## src/add_group_pkg.sv

```systemverilog
// constants and carriers for the integer add group decode/execute block
// assumes one processor clock and a sequencer on the same clock
package add_group_pkg;

    // opcode fields
    localparam logic [3:0] GRP_DECIMAL = 4'hc;
    localparam logic [3:0] GRP_ADD = 4'hd;
    localparam logic [3:0] ZERO_NIBBLE = 4'h0;

    // binary add and address add operation modes
    localparam logic [2:0] OPM_EA_TO_D_B = 3'h0;
    localparam logic [2:0] OPM_EA_TO_D_W = 3'h1;
    localparam logic [2:0] OPM_EA_TO_D_L = 3'h2;
    localparam logic [2:0] OPM_ADDR_W = 3'h3;
    localparam logic [2:0] OPM_D_TO_EA_B = 3'h4;
    localparam logic [2:0] OPM_D_TO_EA_W = 3'h5;
    localparam logic [2:0] OPM_D_TO_EA_L = 3'h6;
    localparam logic [2:0] OPM_ADDR_L = 3'h7;

    // effective address modes
    localparam logic [2:0] EA_DATA = 3'h0;
    localparam logic [2:0] EA_ADDR = 3'h1;
    localparam logic [2:0] EA_IND = 3'h2;
    localparam logic [2:0] EA_POSTINC = 3'h3;
    localparam logic [2:0] EA_PREDEC = 3'h4;
    localparam logic [2:0] EA_DISP = 3'h5;
    localparam logic [2:0] EA_INDEX = 3'h6;
    localparam logic [2:0] EA_EXT = 3'h7;
    // register codes under mode 7
    localparam logic [2:0] EXT_ABS_W = 3'h0;
    localparam logic [2:0] EXT_ABS_L = 3'h1;
    localparam logic [2:0] EXT_PC_DISP = 3'h2;
    localparam logic [2:0] EXT_PC_INDEX = 3'h3;
    localparam logic [2:0] EXT_IMM = 3'h4;

    // operand sizes
    typedef enum logic [1:0] {
        SZ_BYTE = 2'h0,
        SZ_WORD = 2'h1,
        SZ_LONG = 2'h2
    } size_t;

    typedef enum logic [1:0] {
        OP_NONE = 2'h0,
        OP_DECIMAL = 2'h1,
        OP_BINARY = 2'h2,
        OP_ADDR = 2'h3
    } op_t;

    // condition flag positions
    localparam int FL_C = 0;
    localparam int FL_V = 1;
    localparam int FL_Z = 2;
    localparam int FL_N = 3;
    localparam int FL_X = 4;
    localparam logic [4:0] CCR_RESET = 5'h00;

    // register port map
    localparam logic [3:0] REG_FLAGS = 4'h0;
    localparam logic [3:0] REG_STATUS = 4'h4;
    localparam int ST_ILLEGAL = 0;
    localparam int ST_WAITING = 1;

    localparam logic [3:0] BCD_NINE = 4'h9;
    localparam logic [4:0] BCD_ADJ = 5'h06;

    // operand locations use the ea mode/register encoding
    typedef struct packed {
        logic illegal;
        op_t op;
        size_t size;
        logic [2:0] src_mode;
        logic [2:0] src_reg;
        logic [2:0] dst_mode;
        logic [2:0] dst_reg;
    } decode_t;

    localparam decode_t DECODE_RESET = '{
        illegal: 1'b0, op: OP_NONE, size: SZ_BYTE,
        src_mode: 3'h0, src_reg: 3'h0, dst_mode: 3'h0, dst_reg: 3'h0};

    typedef struct packed {
        logic [31:0] src;
        logic [31:0] dst;
    } operands_t;

    typedef struct packed {
        logic [31:0] value;
        logic [2:0] dst_mode;
        logic [2:0] dst_reg;
    } result_t;

    localparam result_t RESULT_RESET = '{
        value: 32'h0000_0000, dst_mode: 3'h0, dst_reg: 3'h0};

endpackage

```

## src/integer_add_group_exec.sv

```systemverilog
// decode and execute for the decimal add, binary add and address add
// sequencer presents an opcode, gets decode back, then supplies operands
//
// Chosen here: the placing of the registers and the strobed register port.
`timescale 1ns/100ps
`default_nettype none

// Behaviour
// - decimal add sums source, destination, extend
// - decimal add is byte only
// - path bit picks registers or predecrement memory
// - two fields name destination and source
// - decimal carry sets carry; N,V left alone
// - nonzero decimal result clears zero, else keeps
// - extend copies carry for decimal and binary
// - binary add at byte, word or long
// - binary add sets N,Z,V,C from result
// - operation mode gives size and direction
// - register field selects a data register
// - ea mode and register fields decode fully
// - ea source takes all modes, address not byte
// - ea destination must be memory alterable
// - data register destination uses register form
// - address add full width, flags untouched
// - word address add sign-extends source
// - register field names an address register
// - address add accepts every source mode
module integer_add_group_exec (
    input wire logic ref_clk,
    input wire logic resetn,
    input wire logic op_valid,
    input wire logic [15:0] opcode,
    input wire logic ops_valid,
    input wire add_group_pkg::operands_t ops,
    input wire logic [3:0] reg_addr,
    input wire logic [31:0] reg_wdata,
    input wire logic reg_wr,
    input wire logic reg_rd,
    output logic dec_valid,
    output add_group_pkg::decode_t dec,
    output logic illegal_trap,
    output logic res_valid,
    output add_group_pkg::result_t res,
    output logic [4:0] ccr,
    output logic [31:0] reg_rdata
);

    typedef enum logic [1:0] {
        ST_IDLE = 2'b01,
        ST_OPERANDS = 2'b10
    } state_t;

    // byte decimal add, returns {carry, sum}
    function automatic logic [8:0] bcd_add(input logic [7:0] a,
                                           input logic [7:0] b,
                                           input logic xin);
        logic [4:0] lo;
        logic [4:0] hi;
        logic lc;
        lo = {1'b0, a[3:0]} + {1'b0, b[3:0]} + {4'h0, xin};
        lc = lo > {1'b0, add_group_pkg::BCD_NINE};
        if (lc) begin
            lo = lo + add_group_pkg::BCD_ADJ;
        end
        hi = {1'b0, a[7:4]} + {1'b0, b[7:4]} + {4'h0, lc};
        if (hi > {1'b0, add_group_pkg::BCD_NINE}) begin
            hi = hi + add_group_pkg::BCD_ADJ;
            return {1'b1, hi[3:0], lo[3:0]};
        end
        return {1'b0, hi[3:0], lo[3:0]};
    endfunction

    // sized binary add into dst, upper dst bits kept; {c, v, n, z, value}
    function automatic logic [35:0] bin_add(input logic [31:0] a,
                                            input logic [31:0] b,
                                            input add_group_pkg::size_t sz);
        logic [32:0] s;
        logic [31:0] v;
        logic c;
        logic ov;
        logic n;
        logic z;
        s = {1'b0, a} + {1'b0, b};
        case (sz)
            add_group_pkg::SZ_BYTE: begin
                v = {b[31:8], s[7:0]};
                c = a[8] ^ b[8] ^ s[8];
                n = s[7];
                ov = (a[7] == b[7]) && (s[7] != a[7]);
                z = s[7:0] == 8'h00;
            end
            add_group_pkg::SZ_WORD: begin
                v = {b[31:16], s[15:0]};
                c = a[16] ^ b[16] ^ s[16];
                n = s[15];
                ov = (a[15] == b[15]) && (s[15] != a[15]);
                z = s[15:0] == 16'h0000;
            end
            default: begin
                v = s[31:0];
                c = s[32];
                n = s[31];
                ov = (a[31] == b[31]) && (s[31] != a[31]);
                z = s[31:0] == 32'h0000_0000;
            end
        endcase
        return {c, ov, n, z, v};
    endfunction

    // source ea legality: all modes up to immediate
    function automatic logic src_ea_ok(input logic [2:0] m,
                                       input logic [2:0] r);
        return (m != add_group_pkg::EA_EXT) ||
               (r <= add_group_pkg::EXT_IMM);
    endfunction

    state_t state;
    state_t next_state;
    add_group_pkg::decode_t held;

    // field decode
    wire logic [2:0] f_reg = opcode[11:9];
    wire logic [2:0] f_opm = opcode[8:6];
    wire logic [2:0] f_mode = opcode[5:3];
    wire logic [2:0] f_ea = opcode[2:0];
    wire logic is_decimal = (opcode[15:12] == add_group_pkg::GRP_DECIMAL) &&
                            opcode[8] &&
                            (opcode[7:4] == add_group_pkg::ZERO_NIBBLE);
    wire logic is_addgrp = opcode[15:12] == add_group_pkg::GRP_ADD;
    wire logic is_addr = is_addgrp &&
                         ((f_opm == add_group_pkg::OPM_ADDR_W) ||
                          (f_opm == add_group_pkg::OPM_ADDR_L));
    wire logic is_to_d = is_addgrp && !f_opm[2] &&
                         (f_opm != add_group_pkg::OPM_ADDR_W);
    wire logic is_to_ea = is_addgrp && f_opm[2] &&
                          (f_opm != add_group_pkg::OPM_ADDR_L);
    wire add_group_pkg::size_t bin_size = add_group_pkg::size_t'(f_opm[1:0]);

    // source: any mode, direct address not at byte size
    wire logic src_ok = src_ea_ok(f_mode, f_ea) &&
                        !((f_mode == add_group_pkg::EA_ADDR) &&
                          (bin_size == add_group_pkg::SZ_BYTE));
    // destination: memory alterable only
    wire logic dst_ok = (f_mode != add_group_pkg::EA_DATA) &&
                        (f_mode != add_group_pkg::EA_ADDR) &&
                        ((f_mode != add_group_pkg::EA_EXT) ||
                         (f_ea <= add_group_pkg::EXT_ABS_L));
    wire logic addr_ok = src_ea_ok(f_mode, f_ea);

    add_group_pkg::decode_t next_dec;
    always_comb begin
        next_dec = add_group_pkg::DECODE_RESET;
        next_dec.illegal = 1'b1;
        if (is_decimal) begin
            next_dec.illegal = 1'b0;
            next_dec.op = add_group_pkg::OP_DECIMAL;
            next_dec.size = add_group_pkg::SZ_BYTE;
            next_dec.src_mode = opcode[3] ? add_group_pkg::EA_PREDEC
                                          : add_group_pkg::EA_DATA;
            next_dec.dst_mode = next_dec.src_mode;
            next_dec.src_reg = f_ea;
            next_dec.dst_reg = f_reg;
        end else if (is_addr) begin
            next_dec.illegal = !addr_ok;
            next_dec.op = add_group_pkg::OP_ADDR;
            next_dec.size = f_opm[2] ? add_group_pkg::SZ_LONG
                                     : add_group_pkg::SZ_WORD;
            next_dec.src_mode = f_mode;
            next_dec.src_reg = f_ea;
            next_dec.dst_mode = add_group_pkg::EA_ADDR;
            next_dec.dst_reg = f_reg;
        end else if (is_to_d) begin
            next_dec.illegal = !src_ok;
            next_dec.op = add_group_pkg::OP_BINARY;
            next_dec.size = bin_size;
            next_dec.src_mode = f_mode;
            next_dec.src_reg = f_ea;
            next_dec.dst_mode = add_group_pkg::EA_DATA;
            next_dec.dst_reg = f_reg;
        end else if (is_to_ea) begin
            next_dec.illegal = !dst_ok;
            next_dec.op = add_group_pkg::OP_BINARY;
            next_dec.size = bin_size;
            next_dec.src_mode = add_group_pkg::EA_DATA;
            next_dec.src_reg = f_reg;
            next_dec.dst_mode = f_mode;
            next_dec.dst_reg = f_ea;
        end
        if (next_dec.illegal) begin
            next_dec.op = add_group_pkg::OP_NONE;
        end
    end

    // execute
    wire logic [8:0] dec_sum = bcd_add(ops.src[7:0], ops.dst[7:0],
                                       ccr[add_group_pkg::FL_X]);
    wire logic [35:0] bin_sum = bin_add(ops.src, ops.dst, held.size);
    // word source to an address register widens by sign first
    wire logic [31:0] addr_src = (held.size == add_group_pkg::SZ_WORD) ?
                                 {{16{ops.src[15]}}, ops.src[15:0]} :
                                 ops.src;
    wire logic [31:0] addr_sum = addr_src + ops.dst;
    wire logic exec = (state == ST_OPERANDS) && ops_valid;

    logic [31:0] next_value;
    logic [4:0] next_ccr;
    always_comb begin
        next_value = ops.dst;
        next_ccr = ccr;
        // software writes lose to an execution in the same cycle
        if (reg_wr && (reg_addr == add_group_pkg::REG_FLAGS)) begin
            next_ccr = reg_wdata[4:0];
        end
        if (exec) begin
            case (held.op)
                add_group_pkg::OP_DECIMAL: begin
                    next_value = {ops.dst[31:8], dec_sum[7:0]};
                    next_ccr = ccr;
                    next_ccr[add_group_pkg::FL_C] = dec_sum[8];
                    next_ccr[add_group_pkg::FL_X] = dec_sum[8];
                    // zero only ever cleared, so chains keep a true test
                    if (dec_sum[7:0] != 8'h00) begin
                        next_ccr[add_group_pkg::FL_Z] = 1'b0;
                    end
                end
                add_group_pkg::OP_BINARY: begin
                    next_value = bin_sum[31:0];
                    next_ccr[add_group_pkg::FL_C] = bin_sum[35];
                    next_ccr[add_group_pkg::FL_V] = bin_sum[34];
                    next_ccr[add_group_pkg::FL_N] = bin_sum[33];
                    next_ccr[add_group_pkg::FL_Z] = bin_sum[32];
                    next_ccr[add_group_pkg::FL_X] = bin_sum[35];
                end
                add_group_pkg::OP_ADDR: begin
                    next_value = addr_sum;
                    next_ccr = ccr;
                end
                default: begin
                    next_value = ops.dst;
                end
            endcase
        end
    end

    always_comb begin
        case (state)
            ST_IDLE: next_state = (op_valid && !next_dec.illegal) ?
                                  ST_OPERANDS : ST_IDLE;
            ST_OPERANDS: next_state = ops_valid ? ST_IDLE : ST_OPERANDS;
            default: next_state = ST_IDLE;
        endcase
    end

    wire logic take_op = (state == ST_IDLE) && op_valid;
    wire logic [31:0] status_word = {30'h0000_0000,
                                     state == ST_OPERANDS, held.illegal};
    wire logic [31:0] read_mux =
        (reg_addr == add_group_pkg::REG_FLAGS) ? {27'h000_0000, ccr} :
        (reg_addr == add_group_pkg::REG_STATUS) ? status_word :
        32'h0000_0000;

    always_ff @(posedge ref_clk or negedge resetn) begin
        if (!resetn) begin
            state <= ST_IDLE;
            held <= add_group_pkg::DECODE_RESET;
            dec <= add_group_pkg::DECODE_RESET;
            dec_valid <= 1'b0;
            illegal_trap <= 1'b0;
        end else begin
            state <= next_state;
            dec_valid <= take_op;
            illegal_trap <= take_op && next_dec.illegal;
            if (take_op) begin
                held <= next_dec;
                dec <= next_dec;
            end
        end
    end

    always_ff @(posedge ref_clk or negedge resetn) begin
        if (!resetn) begin
            res <= add_group_pkg::RESULT_RESET;
            res_valid <= 1'b0;
            ccr <= add_group_pkg::CCR_RESET;
            reg_rdata <= 32'h0000_0000;
        end else begin
            res_valid <= exec;
            if (exec) begin
                res <= '{value: next_value, dst_mode: held.dst_mode,
                         dst_reg: held.dst_reg};
            end
            ccr <= next_ccr;
            reg_rdata <= reg_rd ? read_mux : 32'h0000_0000;
        end
    end

endmodule // integer_add_group_exec

`default_nettype wire

```

## config.mk

```make
export PLATFORM = sky130hd
export DESIGN_NAME = integer_add_group_exec
export DESIGN_NICKNAME = d
export VERILOG_FILES = /design/src/add_group_pkg.sv /design/src/integer_add_group_exec.sv
export SDC_FILE = /design/constraint.sdc
export NUM_CORES = 1
export LEC_CHECK = 0
export ABC_AREA = 1
export BUFFER_PORTS_ARGS = -buffer_cell sky130_fd_sc_hd__buf_2
export CAP_MARGIN = 10
export CORE_ASPECT_RATIO = 0.8
export CORE_MARGIN = 3
export CORE_UTILIZATION = 25
export CTS_BUF_LIST = sky130_fd_sc_hd__clkbuf_16
export CTS_CLUSTER_DIAMETER = 100
export CTS_CLUSTER_SIZE = 28
export DETAILED_ROUTE_END_ITERATION = 16
export PLACE_DENSITY = 0.43
export REMOVE_ABC_BUFFERS = 1
export SLEW_MARGIN = 5
export SYNTH_ARGS = -nofsm -noshare
export SYNTH_HDL_FRONTEND = slang
export SYNTH_SLANG_ARGS = --single-unit
export TNS_END_PERCENT = 10
```

## constraint.sdc

```tcl
create_clock -name ref_clk -period 7.4 [get_ports ref_clk]
set_input_delay 1.48 -clock ref_clk [delete_from_list [all_inputs] [get_ports ref_clk]]
set_output_delay 1.48 -clock ref_clk [all_outputs]
set_load 0.02 [all_outputs]
```

==> results of run 1 <==
[layer usage]
metal / vias up / routed length [µm] / GRT usage / share of wire
met4: 6 / 502 / 0.03604 / 0.015
met3: 32 / 2187 / 0.04862 / 0.067
met2: 248 / 13650 / 0.2742 / 0.42
met5: - / 33 / 0 / 0.0010
li1: 4624 / - / - / -
met1: 4221 / 16500 / 0.2733 / 0.50
[critical path, stage by stage]
cell and delay [ps]:
buf_2 120, fa_1 480, fa_1 430, xor2_1 240, nor2_1 80, inv_1 60
nand2b_1 70, nand2_1 120, inv_1 70, fa_1 350, inv_1 120, fa_1 470
inv_1 120, ha_1 170, nand2_1 60, nand3_1 80, nand3_2 130, nand2_1 100
xor2_1 210, nand3_1 130, nand2_1 100, nor2_1 40, nand2_1 60, nand2_1 40
[sequential cells by signal, indices dropped and copies added (netlist names), 2 cells and up]
| signal | cells |
|---|---|
| ccr | 5 |
| reg_rdata | 5 |
| held | 11 |
| dec | 6 |
| res | 38 |
| state | 2 |
[worst min path at each step]
stage / from / depth (start not counted) / endpoint
after floorplan: state[1] / 3 / state[0]
after global placement: res[0] / 2 / res[0]
after detailed placement: res[9] / 2 / res[9]
after CTS: res[1] / 2 / res[1]
after global routing: res[8] / 2 / res[8]
final: res[7] / 2 / res[7]
[cell families (layout without fill, tap and decap cells)]
group / count (synthesis) / after routing
XOR/XNOR: 20 / 20
other: 1 / 28
AO/OA/AOI/OAI: 269 / 269
AND/OR/NAND/NOR: 681 / 681
buffers and inverters: 266 / 392
flip-flops: 70 / 70
adder cells (fa/ha/maj): 61 / 61
[layout by cell type (no fill, tap or decap), types with 3 or more instances in the layout]
cell	netlist	layout
buf_4	28	7
o211ai_1	7	7
nand2_2	15	16
o21bai_1	3	3
buf_2	2	161
and2_1	3	3
ha_1	56	56
clkbuf_16	0	9
a221oi_1	5	5
a21oi_2	4	4
fa_1	5	5
xor2_1	11	11
o21a_1	4	4
xnor2_1	8	8
nor4_1	4	4
a21oi_1	125	125
or2_2	5	5
o22ai_1	8	8
o21ai_1	4	4
nand4_1	11	11
nor3_1	7	7
o2111ai_1	4	4
nor2_2	5	5
o221ai_1	4	4
clkinv_1	2	3
nand2_1	416	415
conb_1	1	27
nor2_1	139	139
nand3_1	58	58
dfrtp_1	69	69
inv_1	205	206
o21ai_0	92	92
nand3b_1	11	11
a31oi_1	3	3
[Yosys cell counts (3+ instances only)]
| master | count |
|---|---|
| a21oi_1 | 125 |
| a21oi_2 | 4 |
| a221oi_1 | 5 |
| a31oi_1 | 3 |
| and2_1 | 3 |
| buf_1 | 3 |
| buf_4 | 28 |
| clkbuf_1 | 23 |
| dfrtp_1 | 69 |
| fa_1 | 5 |
| ha_1 | 56 |
| inv_1 | 205 |
| nand2_1 | 416 |
| nand2_2 | 15 |
| nand3_1 | 58 |
| nand3b_1 | 11 |
| nand4_1 | 11 |
| nor2_1 | 139 |
| nor2_2 | 5 |
| nor3_1 | 7 |
| nor4_1 | 4 |
| o2111ai_1 | 4 |
| o211ai_1 | 7 |
| o21a_1 | 4 |
| o21ai_0 | 92 |
| o21ai_1 | 4 |
| o21bai_1 | 3 |
| o221ai_1 | 4 |
| o22ai_1 | 8 |
| or2_2 | 5 |
| xnor2_1 | 8 |
| xor2_1 | 11 |
[power breakdown]
part	internal (mW)	leakage [nW]	switching, mW
sequential	0.479	0.936	0.0562
combinational	0.281	4.14	0.597
clock	0.224	0.134	0.180
total	0.985	5.21	0.834
[final cells by class]
class,count,area [µm²],share of cell area
clock inverter,7,42.54,0.004431
sequential,70,1753,0.1826
multi-input combinational,1058,5413,0.5638
antenna,1,2.502,0.0002607
clock buffer,9,225.2,0.02346
timing repair buffer,168,858.3,0.08940
tap,420,525.5,0.05474
inverter,208,780.7,0.08132
==> impl_results.md, run 1 <==
- Status: complete, no violations
- Post-DP Area: 9330 µm²
- Fmax: 0.1967 GHz
- Core Region: 31860 µm²
- Fin area: 9600 µm²
- Hold_buf cts: 0
- Post-Synth Adder-Cell Area: 0.09781
- Sequential fraction of the synthesis area: 0.2141
- Worst R2R Start: ccr[4]
- Leak pwr: 5.209 nW
- Nets: 1698
- Ys async rst share: 1.000
- DP Wirelength: 27100 µm
- GRT overflow: 0
- Vias in the first global route: 8721
- Critical Path End Type: flip-flop
- Power per Cell Area: 189.5 nW/µm²
- Via Count: 9131
- Largest family of logic cells by synthesized area: simple AND/OR/NAND/NOR gates
- Critical Path Start: ops[0]
- Largest area contributor in the netlist: dfrtp_1
- Setup TNS: 0 ps
- Synth top area cells: dfrtp_1 21%, nand2_1 19%, inv_1 9.4%
- DRC: 0
- Non-filler instance count after layout: 1941
- CTS tree: built
- EDFF count, synth: 0
- Setup CP Type: primary input to flip-flop
- Cell area after synthesis: 8187 µm²
- Post-route ant nets: 0
- Die Y: 167.9 µm
- Detailed Route Iter0 Violations: 679
- Port-buffer cells: 162
- Die width: 208.3 µm
- CTS max path bufs: 2
- Initial Util: 0.2570
- Final worst path period share: 0.6872
- Reg clk slew, reported paths: 60 ps
- Reg2Reg Setup Slack: 3140 ps
- # fillers: 3690
- Clock sink count: 70
- Drt first pass iters: 5
- Final hold viol count: 0
- Tot Pwr: 1.819 mW
- Fin util: 0.3014
- Synth Area in Simple Gates: 0.3468
- FF-to-FF path depth: 23
- First-pass GRT wire length: 50920 µm
- Worst slew pin tran: 1039 ps
- Top cell type's share of synthesized area: 0.2109
- Area growth, synth to finish: 17.27%
- RSZ-0062 raised after global routing: no
- Worst slack, placed: 1929 ps
- Share of cells above drive strength 1: 0.1454
- FF+latch count, synth: 70
- Post-synthesis mux area share: 0
- IO Pins: 217
- Rows: 58
- Worst hold slack: 481.0 ps
- H-Tree Depth: 3
- Postcts setup bufs: 0
- Worst Hold Class: flip-flop to flip-flop
- Fin. max-slew vios: 0
- Most used flip-flop cell after synthesis: dfrtp_1
- CP Data Required Time: 7650 ps
- Syn Inst Count: 1368
- Die Footprint: 34970 µm²
- Avg Inst Size Synth: 5.984 µm²
- Routed length per placed instance: 16.93 µm
- Worst Skew: 5.424 ps
- Max_slew headroom: 0.3056
- DR vias/cell: 4.704
- Ys Warns: 0
- Min cycle time layout: 5085 ps
- Maximum VDD drop: 0.1184 mV
- Clock Latency Late Sink: 360 ps
- Worst setup SP type: primary input
- Crit path max fanout: 5
- Clock root cell: clkbuf_16
- Clock buffer count from CTS: 9
- Compound-Gate Fraction of Synth Area: 0.1802
- Slack of the critical path: 2315 ps
- Cells after DPL: 1924
- CP Capture Point: ccr[2]
- Arrival @ worst endpoint: 5340 ps
- Pin count of the biggest net entering global routing: 61
- Post-CTS sizing: 0
- XOR/XNOR share of the synthesized area: 0.02369
- Unique masters post-synth: 48
- # setup viols final: 0
- FF-to-FF End: ccr[2]
- Max cap viols: 0
- Gr usage total: 0.1859
- Final wirelength: 32870 µm
- GPL Wtd Cong: 0.9026
- Initial antenna violation count: 4
Note: power is estimated with default switching activity, not from simulation.
==> inputs of run 2 (changes only) <==
==> constraint.sdc (replaced) <==
create_clock -name ref_clk -period 5.3 [get_ports ref_clk]
set_input_delay 1.06 -clock ref_clk [delete_from_list [all_inputs] [get_ports ref_clk]]
set_output_delay 1.06 -clock ref_clk [all_outputs]
set_load 0.02 [all_outputs]
==> run 2 against run 1 <==
Routed wire length grew 0.95%. Highest routed layer unchanged. Combinational power grew 40%. Critical endpoint unchanged. Hold slack gained 1.6 ps. Critical path depth grew 1. Critical path type unchanged. Count of clock-buffer cells in the layout is the same.
==> impl_results.md, run 2 (same netlist as run 1, synthesis figures left out) <==
- Status: complete, no violations
- Fmax: 0.2132 GHz
- Arrival @ worst endpoint: 4940 ps (-400 ps)
- IO Pins: 217 (unchanged)
- Detailed Route Iter0 Violations: 639 (-5.9%)
- Postcts setup bufs: 0 (unchanged)
- Initial antenna violation count: 3 (-1)
- DR vias/cell: 4.663 (-0.88%)
- Worst Skew: 5.771 ps (+0.3468 ps)
- Final worst path period share: 0.8850
- H-Tree Depth: 3 (unchanged)
- Leak pwr: 5.205 nW (about the same)
- Final wirelength: 33180 µm (+0.95%)
- Largest regs: res (38), held (11), dec (6)
- Min cycle time layout: 4691 ps
- Most flops, register: res
- Power per Cell Area: 265.7 nW/µm² (+40%)
- CTS tree: built
- Post-CTS sizing: 0 (unchanged)
- FF-to-FF End: ccr[2]
- Most common cell after layout, fill and taps aside: nand2_1
- Clock root cell: clkbuf_16
- Initial Util: 0.2570 (unchanged)
- Via Count: 9051 (-0.88%)
- Most frequent cells in the layout: 415 x nand2_1, 206 x inv_1, 161 x buf_2, 139 x nor2_1, 125 x a21oi_1
- Die width: 208.3 µm (unchanged)
- Reg2Reg Setup Slack: 1020 ps (-2120 ps)
- Gr usage total: 0.1857 (about the same)
- Clock sink count: 70 (unchanged)
- Die Footprint: 34970 µm² (unchanged)
- GRT overflow: 0 (unchanged)
- Logic depth of the worst path, buffers included: 25 (+4.2%)
- Crit path max fanout: 5 (unchanged)
- Port-buffer cells: 162 (unchanged)
- Worst setup SP type: primary input
- Pin count of the biggest net entering global routing: 41 (-33%)
- Drt first pass iters: 5 (unchanged)
- First-pass GRT wire length: 50800 µm (-0.22%)
- Area growth, synth to finish: 17.26% (about the same)
- FF-to-FF path depth: 24 (+4.3%)
- Fin. max-slew vios: 0 (unchanged)
- Rows: 58 (unchanged)
- Crit path max-delay family: adder cells
- RSZ-0062 raised after global routing: no
- Crit-path slowest cell: fa_1
- Die Y: 167.9 µm (unchanged)
- Largest register FFs: 38 (unchanged)
- Buf+Inv Stages, Crit Path: 4 (-1)
- Routed length per placed instance: 17.09 µm (+0.95%)
- # fillers: 3666 (-0.65%)
- GPL Wtd Cong: 0.9118 (+1.0%)
- Reg clk slew, reported paths: 60 ps (about the same)
- Vias in the first global route: 8638 (-0.95%)
- Worst slew pin tran: 1144 ps (+104.9 ps)
- Max_slew headroom: 0.2374 (-0.06827)
- CP Capture Point: ccr[2]
- Setup TNS: 0 ps (unchanged)
- CTS max path bufs: 2 (unchanged)
- DP Wirelength: 27690 µm (+2.2%)
- Max cap viols: 0 (unchanged)
- Most frequent CP cell: nand2_1
- Critical Path End Type: flip-flop
- Nets: 1698 (unchanged)
- Critical Path Start: ops[0]
- Clock buffer count from CTS: 9 (unchanged)
- Maximum VDD drop: 0.2057 mV (+74%)
- Hold_buf cts: 0 (unchanged)
- CP peak stage delay: 480 ps (about the same)
- Final hold viol count: 0 (unchanged)
- Core Region: 31860 µm² (unchanged)
- DRC: 0 (unchanged)
- Worst hold slack: 482.6 ps (+1.644 ps)
- Setup CP Type: primary input to flip-flop
- Worst Hold Class: flip-flop to flip-flop
- Clock Latency Late Sink: 360 ps (about the same)
- CP Data Required Time: 5550 ps (-2100 ps)
- Share of cells above drive strength 1: 0.1454 (unchanged)
- # setup viols final: 0 (unchanged)
- Post-route ant nets: 0 (unchanged)
- Worst R2R Start: ccr[4]
## run 2: stage by stage
step	util	setup slack, ps	cell area, µm²	instances	power (mW)
6_report	0.3013	609.3	9599	1941	2.551
2_1_floorplan	-	840.6	7944	1336	1.538
5_1_grt	0.3012	260.8	9597	1940	2.766
3_3_place_gp	0.2929	372.5	9330	1924	1.988
4_1_cts	0.3012	649.0	9597	1940	2.588
3_5_place_dp	0.2929	280.4	9330	1924	1.995
## run 2: final cells by class
class / count / area [µm²] / share of cell area
Multi-Input combinational cell: 1058 / 5413 / 0.5639
Clock buffer: 9 / 225.2 / 0.02346
Tap cell: 420 / 525.5 / 0.05474
Inverter: 208 / 780.7 / 0.08133
Timing Repair Buffer: 168 / 858.3 / 0.08942
Antenna cell: 1 / 2.502 / 0.0002607
Sequential cell: 70 / 1753 / 0.1826
Clock inverter: 7 / 41.29 / 0.004301
## run 2: worst min-delay path by stage
| stage | from | slack, ps | cells after the start | end |
|---|---|---|---|---|
| 5_1_grt | res[8] | 520 | 2 | res[8] |
| 6_report | res[7] | 480 | 2 | res[7] |
| 3_3_place_gp | res[3] | 460 | 2 | res[3] |
| 4_1_cts | res[8] | 490 | 2 | res[8] |
| 2_1_floorplan | state[1] | 570 | 3 | state[0] |
| 3_5_place_dp | res[11] | 460 | 2 | res[11] |
## run 2: tightest hold or removal path, delay by kind of cell, from the launching register on
family / cells / cell delay [ps]
DFF: 1 / 340
and+or+nand+nor: 2 / 110
## run 2: power by group
group / switching (mW) / internal (mW) / total (mW)
clock: 0.258 / 0.313 / 0.571
combinational: 0.838 / 0.394 / 1.23
sequential: 0.0793 / 0.669 / 0.749
## run 2: routing by layer
metal  wire length, µm  up-vias  track usage  part of all wire
met5                40        -            0            0.0012
met4               395        6      0.03076             0.012
met3              2228       27      0.05291             0.067
met2             14120      241       0.2836              0.43
met1             16400     4145       0.2645              0.49
li1                  -     4632            -                 -
==> inputs of run 3 (changes only) <==
--- a/config.mk
+++ b/config.mk
@@ -10,12 +10,12 @@
 export CAP_MARGIN = 10
 export CORE_ASPECT_RATIO = 0.8
 export CORE_MARGIN = 3
-export CORE_UTILIZATION = 25
+export CORE_UTILIZATION = 55
 export CTS_BUF_LIST = sky130_fd_sc_hd__clkbuf_16
 export CTS_CLUSTER_DIAMETER = 100
 export CTS_CLUSTER_SIZE = 28
 export DETAILED_ROUTE_END_ITERATION = 16
-export PLACE_DENSITY = 0.43
+export PLACE_DENSITY = 0.82
 export REMOVE_ABC_BUFFERS = 1
 export SLEW_MARGIN = 5
 export SYNTH_ARGS = -nofsm -noshare
==> run 3 against run 2 <==
Final cell count decreased by 12%. Critical path depth shrank 1. Fmax hardly changed. Utilization increased by 34 points. Worst setup slack got worse by 1.9 ps. Die area shrank 53%. Total power decreased by 0.31%. Count of clock-buffer cells in the layout is the same. Hold slack lost 1.8 ps. Clock power up 3.7%. Final area fell by 2.9%. Critical path type unchanged. Largest cell class unchanged.
==> impl_results.md, run 3 (same netlist as run 1, synthesis figures left out) <==
- Post-DP Area: 9025 µm² (-3.3%)
- Largest regs: res (38), held (11), dec (6)
- Most frequent CP cell: nand2_1
- Reg clk slew, reported paths: 60 ps (about the same)
- GPL Wtd Cong: 1.022 (+12%)
- Area growth, synth to finish: 13.80%
- CTS tree: built
- IO Pins: 217 (unchanged)
- Die width: 142.4 µm (-32%)
- Status: complete, no violations
- Power per Cell Area: 272.9 nW/µm² (+2.7%)
- Crit path max fanout: 5 (unchanged)
- Worst setup SP type: primary input
- H-Tree Depth: 3 (unchanged)
- Leak pwr: 5.214 nW (+0.17%)
- Gr usage total: 0.3324 (+0.1467)
- Final wirelength: 27760 µm (-16%)
- # fillers: 1428 (-61%)
- Highest metal used: met4
- Pin count of the biggest net entering global routing: 63 (+54%)
- Non-filler instance count after layout: 1703 (-12%)
- CP peak stage delay: 460 ps (-20 ps)
- Met1 WL: 11980 µm (-27%)
- Port-buffer cells: 162 (unchanged)
- Drt first pass iters: 6 (+1)
- CP Data Required Time: 5530 ps (-20 ps)
- Clock Power Share: 0.233 (+0.009)
- Post-CTS sizing: 0 (unchanged)
- Worst Hold Class: flip-flop to flip-flop
- Worst Skew: 11.71 ps (+5.938 ps)
- Sw Share: 0.4404 (-0.02014)
- Logic depth of the worst path, buffers included: 24 (-4.0%)
- Max_slew headroom: 0.3114 (+0.07400)
- GRT overflow: 0 (unchanged)
- Initial antenna violation count: 0 (-3)
- Cells after DPL: 1687 (-12%)
- Fin util: 0.6450 (+0.3437)
- Share of cells above drive strength 1: 0.1448 (-0.0005626)
- Most flops, register: res
- Die Y: 115.1 µm (-31%)
- Arrival @ worst endpoint: 4920 ps (-20 ps)
- Sequential power share: 0.294 (about the same)
- Fin area: 9316 µm² (-2.9%)
- Most frequent cells in the layout: 415 x nand2_1, 207 x inv_1, 162 x buf_2, 139 x nor2_1, 125 x a21oi_1
- Hold_buf cts: 0 (unchanged)
- Clock buffer count from CTS: 9 (unchanged)
- Via Count: 9347 (+3.3%)
- Postcts setup bufs: 0 (unchanged)
- Crit path max-delay family: adder cells
- Die Footprint: 16390 µm² (-53%)
- Fmax: 0.2131 GHz (about the same)
- Final hold viol count: 0 (unchanged)
- Nets: 1697 (-0.059%)
- Rows: 39 (-33%)
- Initial Util: 0.5668 (+0.3098)
- CP Cell Sequence: buf_2 -> fa_1 -> fa_1 -> xor2_1 -> nor2_1 -> inv_1 -> nand2b_1 -> nand2_1 -> inv_1 -> fa_1 -> inv_1 -> fa_1 -> xnor2_1 -> ha_1 -> nand2_1 -> nand3_1 -> nand3_2 -> nand2_1 -> xor2_1 -> nand3_1 -> nand2_1 -> nor2_1 -> nand2_1 -> nand2_1
- Post-route ant nets: 0 (unchanged)
- Clock root cell: clkbuf_16
- Largest register FFs: 38 (unchanged)
- CTS max path bufs: 2 (unchanged)
- Met3 wire length: 2532 µm (+14%)
- RSZ-0062 raised after global routing: no
- Int Power: 1.423 mW (+3.4%)
- Vias in the first global route: 8624 (-0.16%)
- First-pass GRT wire length: 43500 µm (-14%)
- Most common cell after layout, fill and taps aside: nand2_1
- Hold Path Cell Cnt: 2 (unchanged)
- DR vias/cell: 5.489 (+18%)
- Detailed Route Iter0 Violations: 813 (+27%)
- Fin. max-slew vios: 0 (unchanged)
- DRC: 0 (unchanged)
- Clock sink count: 70 (unchanged)
- Tot Pwr: 2.543 mW (-0.31%)
- Buf+Inv Stages, Crit Path: 4 (unchanged)
- Min cycle time layout: 4693 ps (+1.877 ps)
- Worst slack, placed: 310.5 ps (+30.08 ps)
- DP Wirelength: 22550 µm (-19%)
- Comb pwr share: 0.474 (-0.009)
- Clock Latency Late Sink: 340 ps (-20 ps)
- FF-to-FF path depth: 23 (-4.2%)
- Slack of the critical path: 607.5 ps (-1.877 ps)
- Maximum VDD drop: 0.2172 mV (+5.6%)
- Core Region: 14440 µm² (-55%)
- Worst slew pin tran: 1029 ps (-114.6 ps)
- Final worst path period share: 0.8854 (about the same)
- Antenna fix cells: 0 (-1)
- P_sw: 1.120 mW (-4.7%)
- Max cap viols: 0 (unchanged)
- Worst hold slack: 480.9 ps (-1.757 ps)
- Setup CP Type: primary input to flip-flop
- Crit-path slowest cell: fa_1
- Critical Path End Type: flip-flop
- Setup TNS: 0 ps (unchanged)
- Routed length per placed instance: 16.30 µm (-4.6%)
- # setup viols final: 0 (unchanged)
- Met2 wire len: 12240 µm (-13%)
run 3: cell count changes in the layout (fill, tap and decap cells not counted), sizes merged:
| cell | before | now |
|---|---|---|
| bufinv | 0 | 1 |
| clkinv | 5 | 3 |
| buf | 168 | 167 |
| diode | 1 | 0 |
| inv | 208 | 209 |
run 3: power groups by stage:
stage	registers (mW)	logic, mW	clock network, mW
2_1_floorplan	0.914	0.624	0
3_3_place_gp	0.749	1.17	0
3_5_place_dp	0.752	1.19	0
4_1_cts	0.746	1.19	0.600
5_1_grt	0.760	1.34	0.622
6_report	0.747	1.20	0.592
run 3: routing by layer:
metal | track usage | up-vias
li1 | - | 4618
met3 | 0.06902 | 79
met4 | 0.1146 | 0
met1 | 0.4588 | 4197
met5 | 0 | -
met2 | 0.5218 | 453
run 3: final timing paths:
| path | from | end | slack, ps |
|---|---|---|---|
| max | ops[0] | ccr[2] | 610 |
| min | res[9] | res[9] | 480 |
| max reg2reg | ccr[4] | ccr[2] | 1020 |
| min reg2reg | res[9] | res[9] | 480 |
| max in group asynchronous | resetn | dec[8] | 3710 |
| min in group asynchronous | resetn | res[32] | 560 |
run 3: area by class of cell:
cell class | instances | area, µm² | area share
sequential | 70 | 1753 | 0.1882
clock inverter | 7 | 66.31 | 0.007118
timing repair buffer | 167 | 848.3 | 0.09106
clock buffer | 9 | 225.2 | 0.02417
tap | 184 | 230.2 | 0.02471
inverter | 208 | 780.7 | 0.08380
multi-input combinational | 1058 | 5413 | 0.5810
run 3: tightest hold or removal path, stage by stage (launching register included):
cell,delay (ps)
dfrtp_1,350
nand2_1,50
nand2_1,50
